File: src/verilog/mie_params.svh
`ifndef MIE_PARAMS_SVH
`define MIE_PARAMS_SVH
`define MIE_CLK_PER_ICYC       3'd4
`define MIE_PHASE_LAST         2'd3
`define MIE_DATA_ZERO          8'h00
`define MIE_DATA_ONES          8'hFF
`define MIE_WDT_ZERO           8'h00
`define MIE_PC_STEP            13'h0001
`define MIE_PC_RESET           13'h0000
`define MIE_CYC_BASE           2'd1
`define MIE_CYC_TWO            2'd2
`define MIE_PCL_ADDR           8'h06
`define MIE_NIB_LO_MSB         3
`define MIE_SIGN_BIT           7
`endif

File: src/verilog/mie_pkg.sv
package mie_pkg;
   typedef enum logic [4:0] {
      MIE_OP_NOP, MIE_OP_JMP, MIE_OP_SKIP_IF_ZERO, MIE_OP_SKIP_IF_ZERO_TO_ACC,
      MIE_OP_SKIP_IF_BIT_CLR, MIE_OP_SKIP_IF_BIT_SET, MIE_OP_INC_SKIP_IF_ZERO,
      MIE_OP_DEC_SKIP_IF_ZERO, MIE_OP_INC_SKIP_ZERO_TO_ACC, MIE_OP_DEC_SKIP_ZERO_TO_ACC,
      MIE_OP_CALL, MIE_OP_RET, MIE_OP_RET_IMM, MIE_OP_RETURN_FROM_IRQ,
      MIE_OP_TABLE_READ_INDEXED, MIE_OP_TABLE_READ_LAST_PAGE, MIE_OP_CLR_MEM, MIE_OP_SET_MEM,
      MIE_OP_CLR_WDT, MIE_OP_WATCHDOG_PRECLEAR_A, MIE_OP_WATCHDOG_PRECLEAR_B, MIE_OP_SWAP_MEM,
      MIE_OP_NIBBLE_SWAP_TO_ACC, MIE_OP_HALT, MIE_OP_ADD_ACC, MIE_OP_ADD_TO_MEM,
      MIE_OP_ADD_CARRY_ACC, MIE_OP_ADD_CARRY_TO_MEM, MIE_OP_BITAND_ACC, MIE_OP_BITAND_TO_MEM,
      MIE_OP_CLR_BIT, MIE_OP_INVERT_BYTE
   } mie_op_type;

   typedef enum {
      MIE_ST_IDLE, MIE_ST_EXEC, MIE_ST_HALTED
   } mie_state_type;
endpackage : mie_pkg

File: src/verilog/mie_core.sv
// What this block does
// (RULE_01) Writing the pc low byte adds one four-clock instruction cycle.
// (RULE_02) A taken skip adds one instruction cycle; untaken skip stays one cycle.
// (RULE_03) Increment or decrement skip to memory pays both extra cycles when it writes the pc low byte and skips.
// (RULE_04) Inc/dec skip to accumulator leaves memory, skips on zero result.
// (RULE_05) Skip-if-zero-to-acc copies the byte to accumulator, skips when zero.
// (RULE_06) Bit tests pick bit 0..7; one skips on zero, one on one.
// (RULE_07) Call takes two cycles, pushes next address, jumps, no flags.
// (RULE_08) Jump, return, return-immediate, return-from-irq take two cycles each.
// (RULE_09) Paged table read uses both pointers; low byte to memory, high byte latched.
// (RULE_10) Unpaged table read uses current page; last-page variant uses the top page.
// (RULE_11) Watchdog clear zeroes count, clears power-down and time-out, one cycle.
// (RULE_12) Two-step clear acts only after both pre-clear instructions ran.
// (RULE_13) Add-with-carry sums accumulator, byte and carry; updates four flags.
// (RULE_14) Add sums accumulator with byte or immediate; updates four flags.
// (RULE_15) AND writes accumulator or byte and updates only zero flag.
// (RULE_16) Clear-memory zeroes byte, clear-bit zeroes one bit, no flags.
// (RULE_17) Invert flips every bit of the byte and updates zero flag.
// (RULE_18) Nibble swap to memory or to accumulator, no flag changes.
// (RULE_19) Halt stops execution, clears watchdog, sets power-down, clears time-out.
// (RULE_20) Return-from-irq restores the counter and sets the global interrupt enable.
// (RULE_21) Set-memory writes all ones to the byte, no flags.
// (RULE_22) Overflow is signed overflow; auxiliary carry is carry out of bit 3.
`timescale 1ns/10ps
`include "mie_params.svh"

module mie_core #(
   parameter int PC_W = 13,
   parameter int DEPTH = 8
) (
   input  wire logic              clk_sys_i,
   input  wire logic              rst_b_i,
   input  wire logic              issue_i,
   input  mie_pkg::mie_op_type    op_i,
   input  wire logic [7:0]        mem_data_i,
   input  wire logic [7:0]        mem_addr_i,
   input  wire logic [7:0]        imm_i,
   input  wire logic [2:0]        bit_sel_i,
   input  wire logic [PC_W-1:0]   target_i,
   input  wire logic              table_page_en_i,
   input  wire logic [7:0]        table_ptr_low_i,
   input  wire logic [7:0]        table_ptr_high_i,
   input  wire logic [15:0]       rom_word_i,
   input  wire logic              wake_i,
   output logic                   busy_o,
   output logic                   retire_o,
   output logic                   skip_o,
   output logic                   mem_we_o,
   output logic [7:0]             mem_addr_o,
   output logic [7:0]             mem_wdata_o,
   output logic [PC_W-1:0]        pc_o,
   output logic [PC_W-1:0]        rom_addr_o,
   output logic [7:0]             acc_o,
   output logic [7:0]             table_read_high_byte_o,
   output logic                   carry_flag_o,
   output logic                   zero_flag_o,
   output logic                   aux_carry_flag_o,
   output logic                   overflow_flag_o,
   output logic                   timeout_flag_o,
   output logic                   powerdown_flag_o,
   output logic                   global_irq_enable_o,
   output logic                   watchdog_clear_o,
   output logic                   halted_o
);
   import mie_pkg::*;

   mie_state_type         state_reg, state_next;
   logic [1:0]            phase_reg, phase_next;
   logic [1:0]            cyc_left_reg, cyc_left_next;
   logic                  busy_reg, busy_next;
   logic                  retire_reg, retire_next;
   logic                  skip_reg, skip_next;
   logic                  we_reg, we_next;
   logic [7:0]            maddr_reg, maddr_next;
   logic [7:0]            wdata_reg, wdata_next;
   logic [PC_W-1:0]       pc_reg, pc_next;
   logic [PC_W-1:0]       rom_addr_reg, rom_addr_next;
   logic [7:0]            acc_reg, acc_next;
   logic [7:0]            tbh_reg, tbh_next;
   logic                  c_reg, c_next, z_reg, z_next, ac_reg, ac_next, ov_reg, ov_next;
   logic                  to_reg, to_next, pd_reg, pd_next, emi_reg, emi_next;
   logic                  wdc_reg, wdc_next, pre_a_reg, pre_a_next, pre_b_reg, pre_b_next;
   logic                  halted_reg, halted_next;
   logic [PC_W-1:0]       stack_reg [DEPTH];
   logic [PC_W-1:0]       push_val;
   logic                  push, pop;
   logic [$clog2(DEPTH)-1:0] sp_reg, sp_next;
   logic [PC_W-1:0]       stack_top;

   assign stack_top = stack_reg[sp_reg - 1'b1];

   always_comb begin
      logic [8:0] sum;
      logic [4:0] lo;
      logic [7:0] addend, res, nib;
      logic       cin, do_skip, pcl_wr, res_wr, two;
      sum = '0;
      lo = '0;
      addend = mem_data_i;
      res = '0;
      nib = '0;
      cin = 1'b0;
      do_skip = 1'b0;
      pcl_wr = 1'b0;
      res_wr = 1'b0;
      two = 1'b0;
      state_next = state_reg;
      phase_next = phase_reg + 1'b1;
      cyc_left_next = cyc_left_reg;
      busy_next = busy_reg;
      retire_next = 1'b0;
      skip_next = 1'b0;
      we_next = 1'b0;
      maddr_next = maddr_reg;
      wdata_next = wdata_reg;
      pc_next = pc_reg;
      rom_addr_next = rom_addr_reg;
      acc_next = acc_reg;
      tbh_next = tbh_reg;
      c_next = c_reg;
      z_next = z_reg;
      ac_next = ac_reg;
      ov_next = ov_reg;
      to_next = to_reg;
      pd_next = pd_reg;
      emi_next = emi_reg;
      wdc_next = 1'b0;
      pre_a_next = pre_a_reg;
      pre_b_next = pre_b_reg;
      halted_next = halted_reg;
      push = 1'b0;
      pop = 1'b0;
      push_val = pc_reg + `MIE_PC_STEP;
      sp_next = sp_reg;
      case (state_reg)
         MIE_ST_IDLE: begin
            phase_next = '0;
            if (issue_i) begin
               busy_next = 1'b1;
               maddr_next = mem_addr_i;
               pc_next = pc_reg + `MIE_PC_STEP;
               cyc_left_next = `MIE_CYC_BASE;
               state_next = MIE_ST_EXEC;
               case (op_i)
                  MIE_OP_JMP: begin
                     pc_next = target_i;
                     two = 1'b1; // see (RULE_08)
                  end
                  MIE_OP_CALL: begin
                     push = 1'b1; // see (RULE_07)
                     pc_next = target_i;
                     two = 1'b1;
                  end
                  MIE_OP_RET, MIE_OP_RET_IMM, MIE_OP_RETURN_FROM_IRQ: begin
                     pop = 1'b1;
                     pc_next = stack_top;
                     two = 1'b1; // see (RULE_08)
                     if (op_i == MIE_OP_RET_IMM) acc_next = imm_i;
                     if (op_i == MIE_OP_RETURN_FROM_IRQ) emi_next = 1'b1; // see (RULE_20)
                  end
                  MIE_OP_SKIP_IF_ZERO: do_skip = (mem_data_i == `MIE_DATA_ZERO); // see (RULE_02)
                  MIE_OP_SKIP_IF_ZERO_TO_ACC: begin
                     acc_next = mem_data_i; // see (RULE_05)
                     do_skip = (mem_data_i == `MIE_DATA_ZERO);
                  end
                  MIE_OP_SKIP_IF_BIT_CLR: do_skip = ~mem_data_i[bit_sel_i]; // see (RULE_06)
                  MIE_OP_SKIP_IF_BIT_SET: do_skip = mem_data_i[bit_sel_i]; // see (RULE_06)
                  MIE_OP_INC_SKIP_IF_ZERO, MIE_OP_DEC_SKIP_IF_ZERO,
                  MIE_OP_INC_SKIP_ZERO_TO_ACC, MIE_OP_DEC_SKIP_ZERO_TO_ACC: begin
                     if (op_i == MIE_OP_INC_SKIP_IF_ZERO || op_i == MIE_OP_INC_SKIP_ZERO_TO_ACC)
                        res = mem_data_i + 8'h01;
                     else
                        res = mem_data_i - 8'h01;
                     do_skip = (res == `MIE_DATA_ZERO);
                     if (op_i == MIE_OP_INC_SKIP_IF_ZERO || op_i == MIE_OP_DEC_SKIP_IF_ZERO)
                        res_wr = 1'b1; // see (RULE_03)
                     else
                        acc_next = res; // see (RULE_04)
                  end
                  MIE_OP_TABLE_READ_INDEXED, MIE_OP_TABLE_READ_LAST_PAGE: begin
                     two = 1'b1;
                     if (op_i == MIE_OP_TABLE_READ_LAST_PAGE)
                        rom_addr_next = {{(PC_W-8){1'b1}}, table_ptr_low_i}; // see (RULE_10)
                     else if (table_page_en_i)
                        rom_addr_next = {table_ptr_high_i[PC_W-9:0], table_ptr_low_i}; // see (RULE_09)
                     else
                        rom_addr_next = {pc_reg[PC_W-1:8], table_ptr_low_i}; // see (RULE_10)
                  end
                  MIE_OP_CLR_MEM: begin
                     res = `MIE_DATA_ZERO; // see (RULE_16)
                     res_wr = 1'b1;
                  end
                  MIE_OP_SET_MEM: begin
                     res = `MIE_DATA_ONES; // see (RULE_21)
                     res_wr = 1'b1;
                  end
                  MIE_OP_CLR_BIT: begin
                     res = mem_data_i;
                     res[bit_sel_i] = 1'b0; // see (RULE_16)
                     res_wr = 1'b1;
                  end
                  MIE_OP_CLR_WDT: begin
                     wdc_next = 1'b1; // see (RULE_11)
                     to_next = 1'b0;
                     pd_next = 1'b0;
                  end
                  MIE_OP_WATCHDOG_PRECLEAR_A, MIE_OP_WATCHDOG_PRECLEAR_B: begin
                     if ((op_i == MIE_OP_WATCHDOG_PRECLEAR_A && pre_b_reg) ||
                         (op_i == MIE_OP_WATCHDOG_PRECLEAR_B && pre_a_reg)) begin
                        wdc_next = 1'b1; // see (RULE_12)
                        to_next = 1'b0;
                        pd_next = 1'b0;
                        pre_a_next = 1'b0;
                        pre_b_next = 1'b0;
                     end else if (op_i == MIE_OP_WATCHDOG_PRECLEAR_A) pre_a_next = 1'b1;
                     else pre_b_next = 1'b1;
                  end
                  MIE_OP_SWAP_MEM, MIE_OP_NIBBLE_SWAP_TO_ACC: begin
                     nib = {mem_data_i[`MIE_NIB_LO_MSB:0], mem_data_i[7:`MIE_NIB_LO_MSB+1]}; // see (RULE_18)
                     res = nib;
                     res_wr = (op_i == MIE_OP_SWAP_MEM);
                     if (!res_wr) acc_next = nib;
                  end
                  MIE_OP_HALT: begin
                     wdc_next = 1'b1; // see (RULE_19)
                     pd_next = 1'b1;
                     to_next = 1'b0;
                     halted_next = 1'b1;
                  end
                  MIE_OP_ADD_ACC, MIE_OP_ADD_TO_MEM, MIE_OP_ADD_CARRY_ACC, MIE_OP_ADD_CARRY_TO_MEM: begin
                     // Immediate form reuses the accumulator opcode with imm_i as addend
                     if (op_i == MIE_OP_ADD_ACC && mem_addr_i == `MIE_DATA_ZERO && imm_i != `MIE_DATA_ZERO)
                        addend = imm_i;
                     cin = (op_i == MIE_OP_ADD_CARRY_ACC || op_i == MIE_OP_ADD_CARRY_TO_MEM) & c_reg; // see (RULE_13)
                     sum = {1'b0, acc_reg} + {1'b0, addend} + {8'h00, cin}; // see (RULE_14)
                     lo = {1'b0, acc_reg[3:0]} + {1'b0, addend[3:0]} + {4'h0, cin};
                     res = sum[7:0];
                     c_next = sum[8];
                     z_next = (res == `MIE_DATA_ZERO);
                     ac_next = lo[4]; // see (RULE_22)
                     ov_next = (acc_reg[`MIE_SIGN_BIT] == addend[`MIE_SIGN_BIT]) &&
                               (res[`MIE_SIGN_BIT] != acc_reg[`MIE_SIGN_BIT]); // see (RULE_22)
                     if (op_i == MIE_OP_ADD_TO_MEM || op_i == MIE_OP_ADD_CARRY_TO_MEM) res_wr = 1'b1;
                     else acc_next = res;
                  end
                  MIE_OP_BITAND_ACC, MIE_OP_BITAND_TO_MEM: begin
                     res = acc_reg & ((op_i == MIE_OP_BITAND_ACC && mem_addr_i == `MIE_DATA_ZERO) ?
                                      imm_i : mem_data_i);
                     z_next = (res == `MIE_DATA_ZERO); // see (RULE_15)
                     if (op_i == MIE_OP_BITAND_TO_MEM) res_wr = 1'b1;
                     else acc_next = res;
                  end
                  MIE_OP_INVERT_BYTE: begin
                     res = ~mem_data_i; // see (RULE_17)
                     z_next = (res == `MIE_DATA_ZERO);
                     res_wr = 1'b1;
                  end
                  default: ;
               endcase
               if (res_wr) begin
                  we_next = 1'b1;
                  wdata_next = res;
                  pcl_wr = (mem_addr_i == `MIE_PCL_ADDR);
               end
               if (two) cyc_left_next = `MIE_CYC_TWO;
               cyc_left_next = cyc_left_next + {1'b0, pcl_wr} + {1'b0, do_skip}; // see (RULE_01)
               if (do_skip) pc_next = pc_next + `MIE_PC_STEP;
               if (pcl_wr) pc_next = {pc_reg[PC_W-1:8], res};
               skip_next = do_skip;
               if (push) sp_next = sp_reg + 1'b1;
               if (pop) sp_next = sp_reg - 1'b1;
            end
         end
         MIE_ST_EXEC: begin
            if (phase_reg == `MIE_PHASE_LAST) begin
               cyc_left_next = cyc_left_reg - 1'b1;
               if (cyc_left_reg == `MIE_CYC_BASE) begin
                  retire_next = 1'b1;
                  if (op_i == MIE_OP_TABLE_READ_INDEXED || op_i == MIE_OP_TABLE_READ_LAST_PAGE) begin
                     we_next = 1'b1;
                     wdata_next = rom_word_i[7:0];
                     tbh_next = rom_word_i[15:8];
                  end
                  if (halted_reg) begin
                     state_next = MIE_ST_HALTED;
                  end else begin
                     busy_next = 1'b0;
                     state_next = MIE_ST_IDLE;
                  end
               end
            end
         end
         MIE_ST_HALTED: begin
            phase_next = '0;
            if (wake_i) begin
               halted_next = 1'b0;
               busy_next = 1'b0;
               state_next = MIE_ST_IDLE;
            end
         end
         default: state_next = MIE_ST_IDLE;
      endcase
   end

   always_ff @(posedge clk_sys_i) begin
      if (!rst_b_i) begin
         state_reg <= MIE_ST_IDLE;
         phase_reg <= '0;
         cyc_left_reg <= '0;
         busy_reg <= 1'b0;
         retire_reg <= 1'b0;
         skip_reg <= 1'b0;
         we_reg <= 1'b0;
         maddr_reg <= '0;
         wdata_reg <= '0;
         pc_reg <= `MIE_PC_RESET;
         rom_addr_reg <= '0;
         acc_reg <= '0;
         tbh_reg <= '0;
         {c_reg, z_reg, ac_reg, ov_reg} <= '0;
         {to_reg, pd_reg, emi_reg} <= '0;
         {wdc_reg, pre_a_reg, pre_b_reg, halted_reg} <= '0;
         sp_reg <= '0;
      end else begin
         state_reg <= state_next;
         phase_reg <= phase_next;
         cyc_left_reg <= cyc_left_next;
         busy_reg <= busy_next;
         retire_reg <= retire_next;
         skip_reg <= skip_next;
         we_reg <= we_next;
         maddr_reg <= maddr_next;
         wdata_reg <= wdata_next;
         pc_reg <= pc_next;
         rom_addr_reg <= rom_addr_next;
         acc_reg <= acc_next;
         tbh_reg <= tbh_next;
         {c_reg, z_reg, ac_reg, ov_reg} <= {c_next, z_next, ac_next, ov_next};
         {to_reg, pd_reg, emi_reg} <= {to_next, pd_next, emi_next};
         {wdc_reg, pre_a_reg, pre_b_reg, halted_reg} <= {wdc_next, pre_a_next, pre_b_next, halted_next};
         sp_reg <= sp_next;
      end
   end

   // Stack contents need no reset; only the pointer is control state
   always_ff @(posedge clk_sys_i) begin
      if (push) stack_reg[sp_reg] <= push_val;
   end

   assign busy_o = busy_reg;
   assign retire_o = retire_reg;
   assign skip_o = skip_reg;
   assign mem_we_o = we_reg;
   assign mem_addr_o = maddr_reg;
   assign mem_wdata_o = wdata_reg;
   assign pc_o = pc_reg;
   assign rom_addr_o = rom_addr_reg;
   assign acc_o = acc_reg;
   assign table_read_high_byte_o = tbh_reg;
   assign carry_flag_o = c_reg;
   assign zero_flag_o = z_reg;
   assign aux_carry_flag_o = ac_reg;
   assign overflow_flag_o = ov_reg;
   assign timeout_flag_o = to_reg;
   assign powerdown_flag_o = pd_reg;
   assign global_irq_enable_o = emi_reg;
   assign watchdog_clear_o = wdc_reg;
   assign halted_o = halted_reg;
endmodule : mie_core

File: config.mk
export PLATFORM = sky130hd
export DESIGN_NAME = mie_core
export DESIGN_NICKNAME = d
export VERILOG_FILES = /design/src/verilog/mie_pkg.sv /design/src/verilog/mie_core.sv
export VERILOG_INCLUDE_DIRS = /design/src /design/src/verilog
export SDC_FILE = /design/constraint.sdc
export NUM_CORES = 1
export LEC_CHECK = 0
export BUFFER_PORTS_ARGS = -buffer_cell sky130_fd_sc_hd__buf_2
export CORE_ASPECT_RATIO = 0.7
export CORE_UTILIZATION = 60
export DETAILED_ROUTE_END_ITERATION = 7
export HOLD_SLACK_MARGIN = 0.05
export PLACE_DENSITY_LB_ADDON = 0.05
export SLEW_MARGIN = 20
export SYNTH_ARGS = -nofsm -noshare
export SYNTH_HDL_FRONTEND = slang
export SYNTH_SLANG_ARGS = --single-unit
export TNS_END_PERCENT = 10
File: constraint.sdc
create_clock -name clk_sys_i -period 12.8 [get_ports clk_sys_i]
set_input_delay 2.56 -clock clk_sys_i [delete_from_list [all_inputs] [get_ports clk_sys_i]]
set_output_delay 2.56 -clock clk_sys_i [all_outputs]
set_load 0.02 [all_outputs]
==> results_dict.tcl, run 1 <==
set metrics [dict create \
    status "complete, no violations" \
    synth_common_cells "nand2_1, edfxtp_1, dfxtp_1" \
    ys_async_sr_fraction_pct 0 \
    synth-seq-area-share_pct 47.6 \
    synth.distinct_cells 78 \
    postRouteAntennaNets 0 \
    synth_top_area_share_pct 31.3 \
    hpwlAfterDp_um 19400 \
    nNetsFinal 1205 \
    postSynthAreaPerCell_um2 10.3 \
    pwr-share-seq_pct 45.9 \
    cts_resized 0 \
    dieArea_mm2 0.0172 \
    use_met3_pct 9.70 \
    dr.pass1.iters 5 \
    combinationalPowerShare_pct 16.5 \
    viasPerCell 6.33 \
    cts_inserted_buffers 17 \
    global_route.peak_usage_layer "met1" \
    clk_latency_ns 0.44 \
    antenna_found_initial 0 \
    ys_ff_latch 185 \
    post-route-period-util_pct 55.7 \
    end_kind "flip-flop" \
    p_clk_share_pct 37.6 \
    drc 0 \
    vdd_drop_max_v 0.000104 \
    cts_tree "built" \
    slew_headroom_pct 33.5 \
    clkTransAtPathRegs_ns 0.07 \
    crit_type "in -> reg" \
    crit_slowest_cell "nor4_1" \
    port_buffers 148 \
    design.portCount 153 \
    overflow 0 \
    whs_ns 0.454 \
    fillerInstances 1288 \
    fin_crit_ns 7.13 \
    p_sw_w 0.000413 \
    synth_area_mm2 0.00997 \
    yosysWarnings 0 \
    use_met1_pct 50.1 \
    grt_use_total_pct 33.1 \
    drt_iter0_drc 809 \
    crit_chain "buf_2 > nor4_1 > nand4_1 > mux2i_1 > fa_1 > inv_1 > fa_1 > a21o_1 > a21o_1 > a2111oi_0 > a2111oi_0 > a211o_1 > or3_1 > o221ai_1 > a21oi_1" \
    drv_cap 0 \
    p_leak_nw 4.37 \
    grt_pass1_vias 7476 \
    rsz0062_at_grt "no" \
    cpPeakStageDelay_ns 0.84 \
    start_kind "input port" \
    met2_usage_pct 46.3 \
    yosysTopAreaCell "edfxtp_1" \
    max_slew.worst_pin.slew_ns 0.994 \
    clk_path_buf_depth 2 \
    gp_congestion 0.983 \
    final-max-slew-violation-count 0 \
    synth_edf_count 104 \
    final_hold_viol_count 0 \
    core_mm2 0.0163 \
    skew_ns 0.0117 \
    cts.sinks 185 \
    wl_per_cell_um 20.8 \
    fp.dieH_um 110 \
    largest_register_ffs 104 \
    grt_pass1_wl_um 42200 \
    finalPower_w 0.00143 \
    post_cts_buffers 0 \
    synth_cells 968 \
    hp-class "reg -> reg" \
    start_util_pct 61.2 \
    synth_area_leaders "edfxtp_1, dfxtp_1, mux4_2, nand2_1, a21oi_1" \
    root_buffer "clkbuf_16" \
    ctsHoldBuffers 0 \
    grt_max_degree 60 \
    syn_nets 1078 \
    yosysMostFrequentCell "nand2_1" \
    diodes 0 \
    power.density_mw_per_mm2 125 \
    drive_gt1_share_pct 22.9 \
    fin_setup_tns_ns 0 \
    routed_wl_um 27700 \
    area_delta_synth_final_pct 15.1 \
    timing.fmax_ghz 0.140 \
    h-tree-depth 4 \
    setup_violations 0 \
    worstPathArrival_ns 7.44 \
    intPower_w 0.00102 \
    netSwitchingFraction_pct 28.8 \
    vias 8428 \
    worst_ep_required_time_ns 13.11 \
    die_w_um 156 \
    row_count 39 \
    synthFlopType "edfxtp_1" \
    critPathMaxFanout 8 \
]
==> worst paths after layout <==
check	start	end	slack, ns	depth (start not counted)
setup reg to reg	sp_reg[1]	pc_o[2]	8.82	13
setup / recovery	mem_addr_i[3]	pc_o[6]	5.67	15
hold / removal	rom_addr_o[2]	rom_addr_o[2]	0.45	2
hold reg to reg	rom_addr_o[2]	rom_addr_o[2]	0.45	2
==> cells in the final DEF, fill, tap and decap left out, types with 16 or more instances in the layout <==
| cell | instances |
|---|---|
| xnor2_1 | 24 |
| o21ai_0 | 41 |
| buf_2 | 148 |
| dfxtp_1 | 80 |
| nor2_1 | 77 |
| mux2i_1 | 20 |
| edfxtp_1 | 104 |
| nand2_1 | 110 |
| clkbuf_16 | 17 |
| nor2b_1 | 16 |
| a21oi_1 | 66 |
| nand3_1 | 42 |
| mux4_2 | 28 |
| ha_1 | 24 |
| buf_4 | 17 |
| nor3_1 | 24 |
| inv_1 | 27 |
==> power groups by stage <==
stage | Combinational (W) | Clock (W) | Sequential [W]
2_1_floorplan | 0.000145 | 0 | 0.000682
6_report | 0.000237 | 0.000539 | 0.000658
4_1_cts | 0.000233 | 0.000543 | 0.000658
3_5_place_dp | 0.000231 | 0 | 0.000671
3_3_place_gp | 0.000228 | 0 | 0.000671
5_1_grt | 0.000260 | 0.000567 | 0.000660
==> cell families after synthesis <==
family	after synthesis	synth area share, %
AOI/OAI and AO/OA	219	14.7
xor gates and xnor gates	30	2.63
adders and majority gates	28	3.81
buffers and inverters	87	3.71
DFF	185	47.6
muxes	59	9.57
other	1	0.0376
and+or+nand+nor	359	17.9
==> final cells by class <==
| class | count | area [um^2] | share of cell area [%] |
|---|---|---|---|
| tap | 225 | 282 | 2.45 |
| sequential | 185 | 4750 | 41.3 |
| clock inverter | 13 | 163 | 1.42 |
| timing repair buffer | 165 | 868 | 7.56 |
| multi-input combinational | 696 | 4870 | 42.4 |
| inverter | 30 | 126 | 1.10 |
| clock buffer | 18 | 429 | 3.74 |
==> stage by stage <==
stage                     util (%)  setup WS (ns)  instance area (um^2)  cells
after floorplan                  -           6.34                  9970    968
after global placement        66.8           5.43                 10900   1301
after detailed placement      66.8           5.45                 10900   1301
after CTS                     70.5           5.87                 11500   1332
after global routing          70.5           5.43                 11500   1332
final                         70.5           5.67                 11500   1332
==> metal layers <==
| layer | share of wire [%] | routed length [um] | up-vias |
|---|---|---|---|
| met2 | 42 | 11700 | 496 |
| met1 | 45 | 12400 | 3996 |
| met4 | 1.0 | 276 | 0 |
| met5 | 0 | 0 | - |
| li1 | - | - | 3907 |
| met3 | 12 | 3280 | 29 |
==> critical path: cells and delay by family <==
family | cells | cell delay [ns]
multiplexers | 1 | 0.40
AND/OR/NAND/NOR | 3 | 1.94
adder cells (fa/ha/maj) | 2 | 0.63
AO/OA/AOI/OAI | 7 | 1.72
buffers and inverters | 2 | 0.16
No activity file was read; power rests on OpenSTA's default activity.
==> inputs of run 2 (changes only) <==
--- a/config.mk
+++ b/config.mk
@@ -8,7 +8,7 @@
 export LEC_CHECK = 0
 export BUFFER_PORTS_ARGS = -buffer_cell sky130_fd_sc_hd__buf_2
 export CORE_ASPECT_RATIO = 0.7
-export CORE_UTILIZATION = 60
+export CORE_UTILIZATION = 58
 export DETAILED_ROUTE_END_ITERATION = 7
 export HOLD_SLACK_MARGIN = 0.05
 export PLACE_DENSITY_LB_ADDON = 0.05
==> constraint.sdc (replaced) <==
create_clock -name clk_sys_i -period 6.99 [get_ports clk_sys_i]
set_input_delay 1.398 -clock clk_sys_i [delete_from_list [all_inputs] [get_ports clk_sys_i]]
set_output_delay 1.398 -clock clk_sys_i [all_outputs]
set_load 0.02 [all_outputs]
==> results_dict.tcl, run 2 (synthesis results as in run 1) <==
set metrics [dict create \
    r2r-start "sp_reg[1]" \
    nNetsFinal 1206 \
    area_delta_synth_final_pct 15.4 \
    wl_per_cell_um 20.1 \
    design.portCount 153 \
    largest_register_ffs 104 \
    cts_resized 0 \
    intPower_w 0.00185 \
    hold_end "phase_reg[0]" \
    diodes 0 \
    viasPerCell 6.27 \
    p_leak_nw 4.39 \
    worstPathArrival_ns 6.04 \
    ff2ff_path_depth 13 \
    root_buffer "clkbuf_16" \
    post-route-period-util_pct 81.8 \
    final_hold_viol_count 0 \
    dr.pass1.iters 5 \
    netSwitchingFraction_pct 29.2 \
    start_util_pct 60.3 \
    post_cts_buffers 0 \
    hp-class "reg -> reg" \
    drive_gt1_share_pct 23.1 \
    timing.fmax_ghz 0.175 \
    crit_type "in -> reg" \
    pwr-share-seq_pct 46.2 \
    routed_wl_um 26900 \
    crit_slowest_cell "o311a_1" \
    slew_headroom_pct 35.1 \
    hold_depth 1 \
    critPathMaxFanout 27 \
    clkTransAtPathRegs_ns 0.07 \
    gp_congestion 0.997 \
    setup_violations 0 \
    final-max-slew-violation-count 0 \
    end_kind "flip-flop" \
    worst_ep_required_time_ns 7.32 \
    dpl_cell_area_mm2 0.0109 \
    drt_iter0_drc 1048 \
    hpwlAfterDp_um 19000 \
    grt_pass1_vias 7691 \
    h-tree-depth 4 \
    grt_use_total_pct 30.9 \
    row_count 39 \
    vdd_drop_max_v 0.000155 \
    drv_cap 0 \
    fp.dieH_um 112 \
    start_kind "input port" \
    clk_path_buf_depth 2 \
    postRouteAntennaNets 0 \
    hp-start "phase_reg[0]" \
    port_buffers 148 \
    max_slew.worst_pin.slew_ns 0.969 \
    crit_chain "buf_2 > or3b_4 > a211oi_1 > inv_1 > fa_1 > a211oi_1 > or4_1 > nand3_1 > or4_1 > o311a_1 > clkinv_8 > fa_1 > inv_1 > a21oi_1 > o221a_2" \
    die_w_um 159 \
    fin_setup_tns_ns 0 \
    p_sw_w 0.000761 \
    grt_max_degree 60 \
    vias 8367 \
    design_area_mm2 0.0115 \
    cpPeakStageDelay_ns 0.61 \
    power.density_mw_per_mm2 227 \
    fin_crit_ns 5.71 \
    cts_tree "built" \
    overflow 0 \
    antenna_found_initial 0 \
    p_clk_share_pct 37.2 \
    worstReg2RegEnd "pc_o[2]" \
    combinationalPowerShare_pct 16.6 \
    cts_inserted_buffers 17 \
    ff2ff_setup_slack_ns 3.15 \
    dieArea_mm2 0.0177 \
    mostFrequentLayoutCells "buf_2, nand2_1, edfxtp_1, dfxtp_1, nor2_1" \
    core_mm2 0.0165 \
    skew_ns 0.00973 \
    grt_pass1_wl_um 42500 \
    mostFrequentLayoutCell "buf_2" \
    status "complete, no violations" \
    ctsHoldBuffers 0 \
    rsz0062_at_grt "no" \
    clk_latency_ns 0.44 \
    cts.sinks 185 \
    drc 0 \
]
==> run 2: cell count changes in the layout (fill, tap and decap cells not counted), moves of 2 or more <==
cell	change
bufinv_16	-2
clkinv_4	+3
inv_6	-2
clkinvlp_4	-2
clkinv_8	+2
clkbuf_8	+2
==> run 2: worst max path at each step <==
stage,start,endpoint,depth (start not counted)
2_1_floorplan,op_i[2],cyc_left_reg[0],16
5_1_grt,op_i[3],cyc_left_reg[0],15
4_1_cts,op_i[3],cyc_left_reg[0],15
3_5_place_dp,op_i[3],cyc_left_reg[0],15
6_report,op_i[3],cyc_left_reg[0],15
3_3_place_gp,op_i[3],cyc_left_reg[0],15
==> run 2: per-layer routing <==
metal	share of wire, %	global-route usage [%]
met5	0	0
met4	0.87	6.02
met3	11	7.56
met2	42	44.0
met1	46	47.6
==> run 2: through the flow <==
stage,hold WS (ns),power (W),util (%),worst slack (ns),instances
floorplan,0.405,0.00151,-,1.70,968
global placement,0.420,0.00165,65.9,0.967,1302
detailed placement,0.420,0.00165,65.9,0.945,1302
CTS,0.434,0.00261,69.5,1.32,1334
global route,0.456,0.00271,69.6,0.977,1334
finish,0.439,0.00261,69.6,1.28,1334
==> run 2: cell type report <==
cell class / count / area (um^2)
inverter: 30 / 126
fill: 1278 / 5040
clock inverter: 12 / 129
clock buffer: 20 / 478
multi-input combinational: 696 / 4870
sequential: 185 / 4750
tap: 225 / 282
timing repair buffer: 166 / 876
==> run 2: worst max-delay path, delay by kind of cell <==
family          cells  cell delay [ns]
compound gates      5             1.66
simple gates        4             1.31
fa+ha+maj           2             0.85
buf+inv             4             0.81
==> run 2: power groups by stage <==
stage / clock (W) / combinational (W) / sequential (W)
floorplan: 0 / 0.000265 / 0.00125
global placement: 0 / 0.000416 / 0.00123
detailed placement: 0 / 0.000420 / 0.00123
CTS: 0.000979 / 0.000424 / 0.00121
global route: 0.00102 / 0.000472 / 0.00121
finish: 0.000970 / 0.000433 / 0.00121
==> inputs of run 3 (changes only) <==
--- a/config.mk
+++ b/config.mk
@@ -6,9 +6,10 @@
 export SDC_FILE = /design/constraint.sdc
 export NUM_CORES = 1
 export LEC_CHECK = 0
+export ABC_AREA = 1
 export BUFFER_PORTS_ARGS = -buffer_cell sky130_fd_sc_hd__buf_2
 export CORE_ASPECT_RATIO = 0.7
-export CORE_UTILIZATION = 58
+export CORE_UTILIZATION = 52
 export DETAILED_ROUTE_END_ITERATION = 7
 export HOLD_SLACK_MARGIN = 0.05
 export PLACE_DENSITY_LB_ADDON = 0.05
==> constraint.sdc (replaced) <==
create_clock -name clk_sys_i -period 4.6 [get_ports clk_sys_i]
set_input_delay 0.92 -clock clk_sys_i [delete_from_list [all_inputs] [get_ports clk_sys_i]]
set_output_delay 0.92 -clock clk_sys_i [all_outputs]
set_load 0.02 [all_outputs]
==> results_dict.tcl, run 3 <==
set metrics [dict create \
    drv_cap 0 \
    start_kind "input port" \
    ys_ff_latch 185 \
    netSwitchingFraction_pct 36.2 \
    final_hold_viol_count 0 \
    power.density_mw_per_mm2 405 \
    nNetsFinal 1637 \
    pre_cts_slack_ns 0.361 \
    crit_top_cell "nor2_1" \
    port_buffers 148 \
    crit_chain "buf_2 > nor2_1 > nand2_1 > nor2_1 > nand3_1 > o21ai_0 > fa_1 > inv_1 > fa_1 > nand3_1 > nand2_1 > xor2_1 > o22ai_1 > nor2_1 > a31oi_1 > o21ai_0 > a21oi_1" \
    ys_async_sr_fraction_pct 0 \
    place_inst 1778 \
    setup_violations 0 \
    design.portCount 153 \
    p_clk_share_pct 30.9 \
    synthFlopType "edfxtp_1" \
    routed_wl_um 31100 \
    cts.sinks 185 \
    synth_top_area_share_pct 29.7 \
    ff2ff_setup_slack_ns 1.34 \
    grt_pass1_wl_um 48100 \
    skew_ns 0.0129 \
    vdd_drop_max_v 0.000248 \
    worst_ep_required_time_ns 4.90 \
    syn_nets 1495 \
    synth_edf_count 104 \
    yosysTopAreaCell "edfxtp_1" \
    dpl_cell_area_mm2 0.0116 \
    die_w_um 172 \
    wl_per_cell_um 17.2 \
    cts_tree "built" \
    grt_pass1_vias 9029 \
    postSynthAreaPerCell_um2 7.60 \
    fp.dieH_um 121 \
    critPathMaxFanout 4 \
    drc 0 \
    worstPathArrival_ns 4.21 \
    gp_congestion 0.978 \
    overflow 0 \
    post_cts_buffers 0 \
    stdcell_count 1810 \
    synth_common_cells "nand2_1, nor2_1, inv_1" \
    clk_latency_ns 0.44 \
    grt_max_degree 63 \
    p_sw_w 0.00179 \
    timing.fmax_ghz 0.255 \
    fin_setup_tns_ns 0 \
    mostFrequentLayoutCell "nand2_1" \
    crit_type "in -> reg" \
    root_buffer "clkbuf_16" \
    ctsHoldBuffers 0 \
    cts_resized 0 \
    intPower_w 0.00316 \
    fillerInstances 1817 \
    worst_slack_ns 0.686 \
    synth_area_leaders "edfxtp_1, dfxtp_1, nand2_1, nor2_1, nand3_1" \
    mostFrequentLayoutCells "nand2_1, nor2_1, buf_2, inv_1, nand3_1" \
    dr.pass1.iters 6 \
    yosysWarnings 0 \
    status "complete, no violations" \
    hp-class "reg -> reg" \
    cts_inserted_buffers 17 \
    use_met3_pct 6.59 \
    grt_use_total_pct 30.4 \
    pwr-share-seq_pct 40.9 \
    synth-seq-area-share_pct 45.1 \
    multiInputGateArea_mm2 0.00504 \
    row_count 43 \
    vias 10000 \
    regArea_mm2 0.00475 \
    dieArea_mm2 0.0208 \
    slew_headroom_pct 38.0 \
    end_kind "flip-flop" \
    combinationalPowerShare_pct 28.1 \
    use_met1_pct 46.2 \
    start_util_pct 53.1 \
    clkTransAtPathRegs_ns 0.08 \
    met2_usage_pct 43.8 \
    p_leak_nw 5.53 \
    synth.distinct_cells 51 \
    drive_gt1_share_pct 17.5 \
    diodes 0 \
    global_route.peak_usage_layer "met1" \
    postRouteAntennaNets 0 \
    design_area_mm2 0.0122 \
    viasPerCell 5.53 \
    max_slew.worst_pin.slew_ns 0.924 \
    clk_path_buf_depth 2 \
    final-max-slew-violation-count 0 \
    synth_area_mm2 0.0105 \
    rsz0062_at_grt "no" \
    antenna_found_initial 0 \
    cpPeakStageDelay_ns 0.43 \
    largest_register_ffs 104 \
    core_mm2 0.0198 \
    yosysMostFrequentCell "nand2_1" \
    area_delta_synth_final_pct 16.0 \
    synth_cells 1385 \
    crit_slowest_cell "fa_1" \
    fin_crit_ns 3.91 \
    h-tree-depth 4 \
    post-route-period-util_pct 85.1 \
    drt_iter0_drc 1099 \
    hpwlAfterDp_um 22600 \
]
[run 3: cell count changes in the layout (fill, tap and decap cells not counted), sizes merged, moves of 17 or more]
cell | previous run | this run
mux4 | 28 | 0
xnor2 | 24 | 7
nand3 | 42 | 134
o21ai | 42 | 106
mux2i | 20 | 0
nand2 | 110 | 303
inv | 30 | 145
nor2 | 77 | 216
[run 3: cell type report]
type | instances | area share [%]
flip-flops and latches | 185 | 38.9
multi-input cells | 1008 | 41.3
repair buffers | 173 | 7.61
clock inverters | 15 | 1.58
inverters | 142 | 4.37
well taps | 270 | 2.77
clock buffers | 17 | 3.49
[run 3: worst max-delay path, delay by kind of cell]
| kind | cells | cell delay [ns] |
|---|---|---|
| xor+xnor | 1 | 0.24 |
| fa+ha+maj | 2 | 0.67 |
| simple gates | 7 | 1.41 |
| compound gates | 5 | 0.77 |
| buf+inv | 2 | 0.18 |
[run 3: power groups by stage]
stage,clock network (W),registers (W),logic (W)
after global placement,0,0.00206,0.00135
final,0.00153,0.00203,0.00139
after detailed placement,0,0.00206,0.00137
after CTS,0.00155,0.00202,0.00138
after global routing,0.00161,0.00204,0.00155
after floorplan,0,0.00216,0.000821
[run 3: cells by family (layout without fill, tap and decap cells)]
group	count (synthesis)	after routing	share of synthesized area, %
AO/OA/AOI/OAI	239	239	12.7
XOR/XNOR	17	17	1.42
adder cells (fa/ha/maj)	28	28	3.62
buffers and inverters	192	347	7.24
flip-flops	185	185	45.1
other	1	1	0.0356
AND/OR/NAND/NOR	723	723	29.8
[run 3: path summary, 6_finish.rpt]
kind / start / to / depth (start not counted)
worst min register to register: phase_reg[0] / phase_reg[0] / 1
worst max register to register: sp_reg[1] / pc_o[10] / 16
worst min-delay path: phase_reg[0] / phase_reg[0] / 1
worst max-delay path: mem_addr_i[7] / pc_o[4] / 17
[run 3: per-stage QoR]
stage | total power (W) | utilization [%] | hold WS, ns
after global routing | 0.00521 | 61.7 | 0.457
final | 0.00495 | 61.7 | 0.431
after floorplan | 0.00298 | - | 0.398
after global placement | 0.00341 | 58.5 | 0.410
after CTS | 0.00495 | 61.7 | 0.429
after detailed placement | 0.00343 | 58.5 | 0.411
[run 3: metal layers]
metal  vias to the layer above  wire, um
met5                         -         0
met4                         0       244
met3                        23      3110
met2                       433     12800
met1                      4622     15000
li1                       4926         -
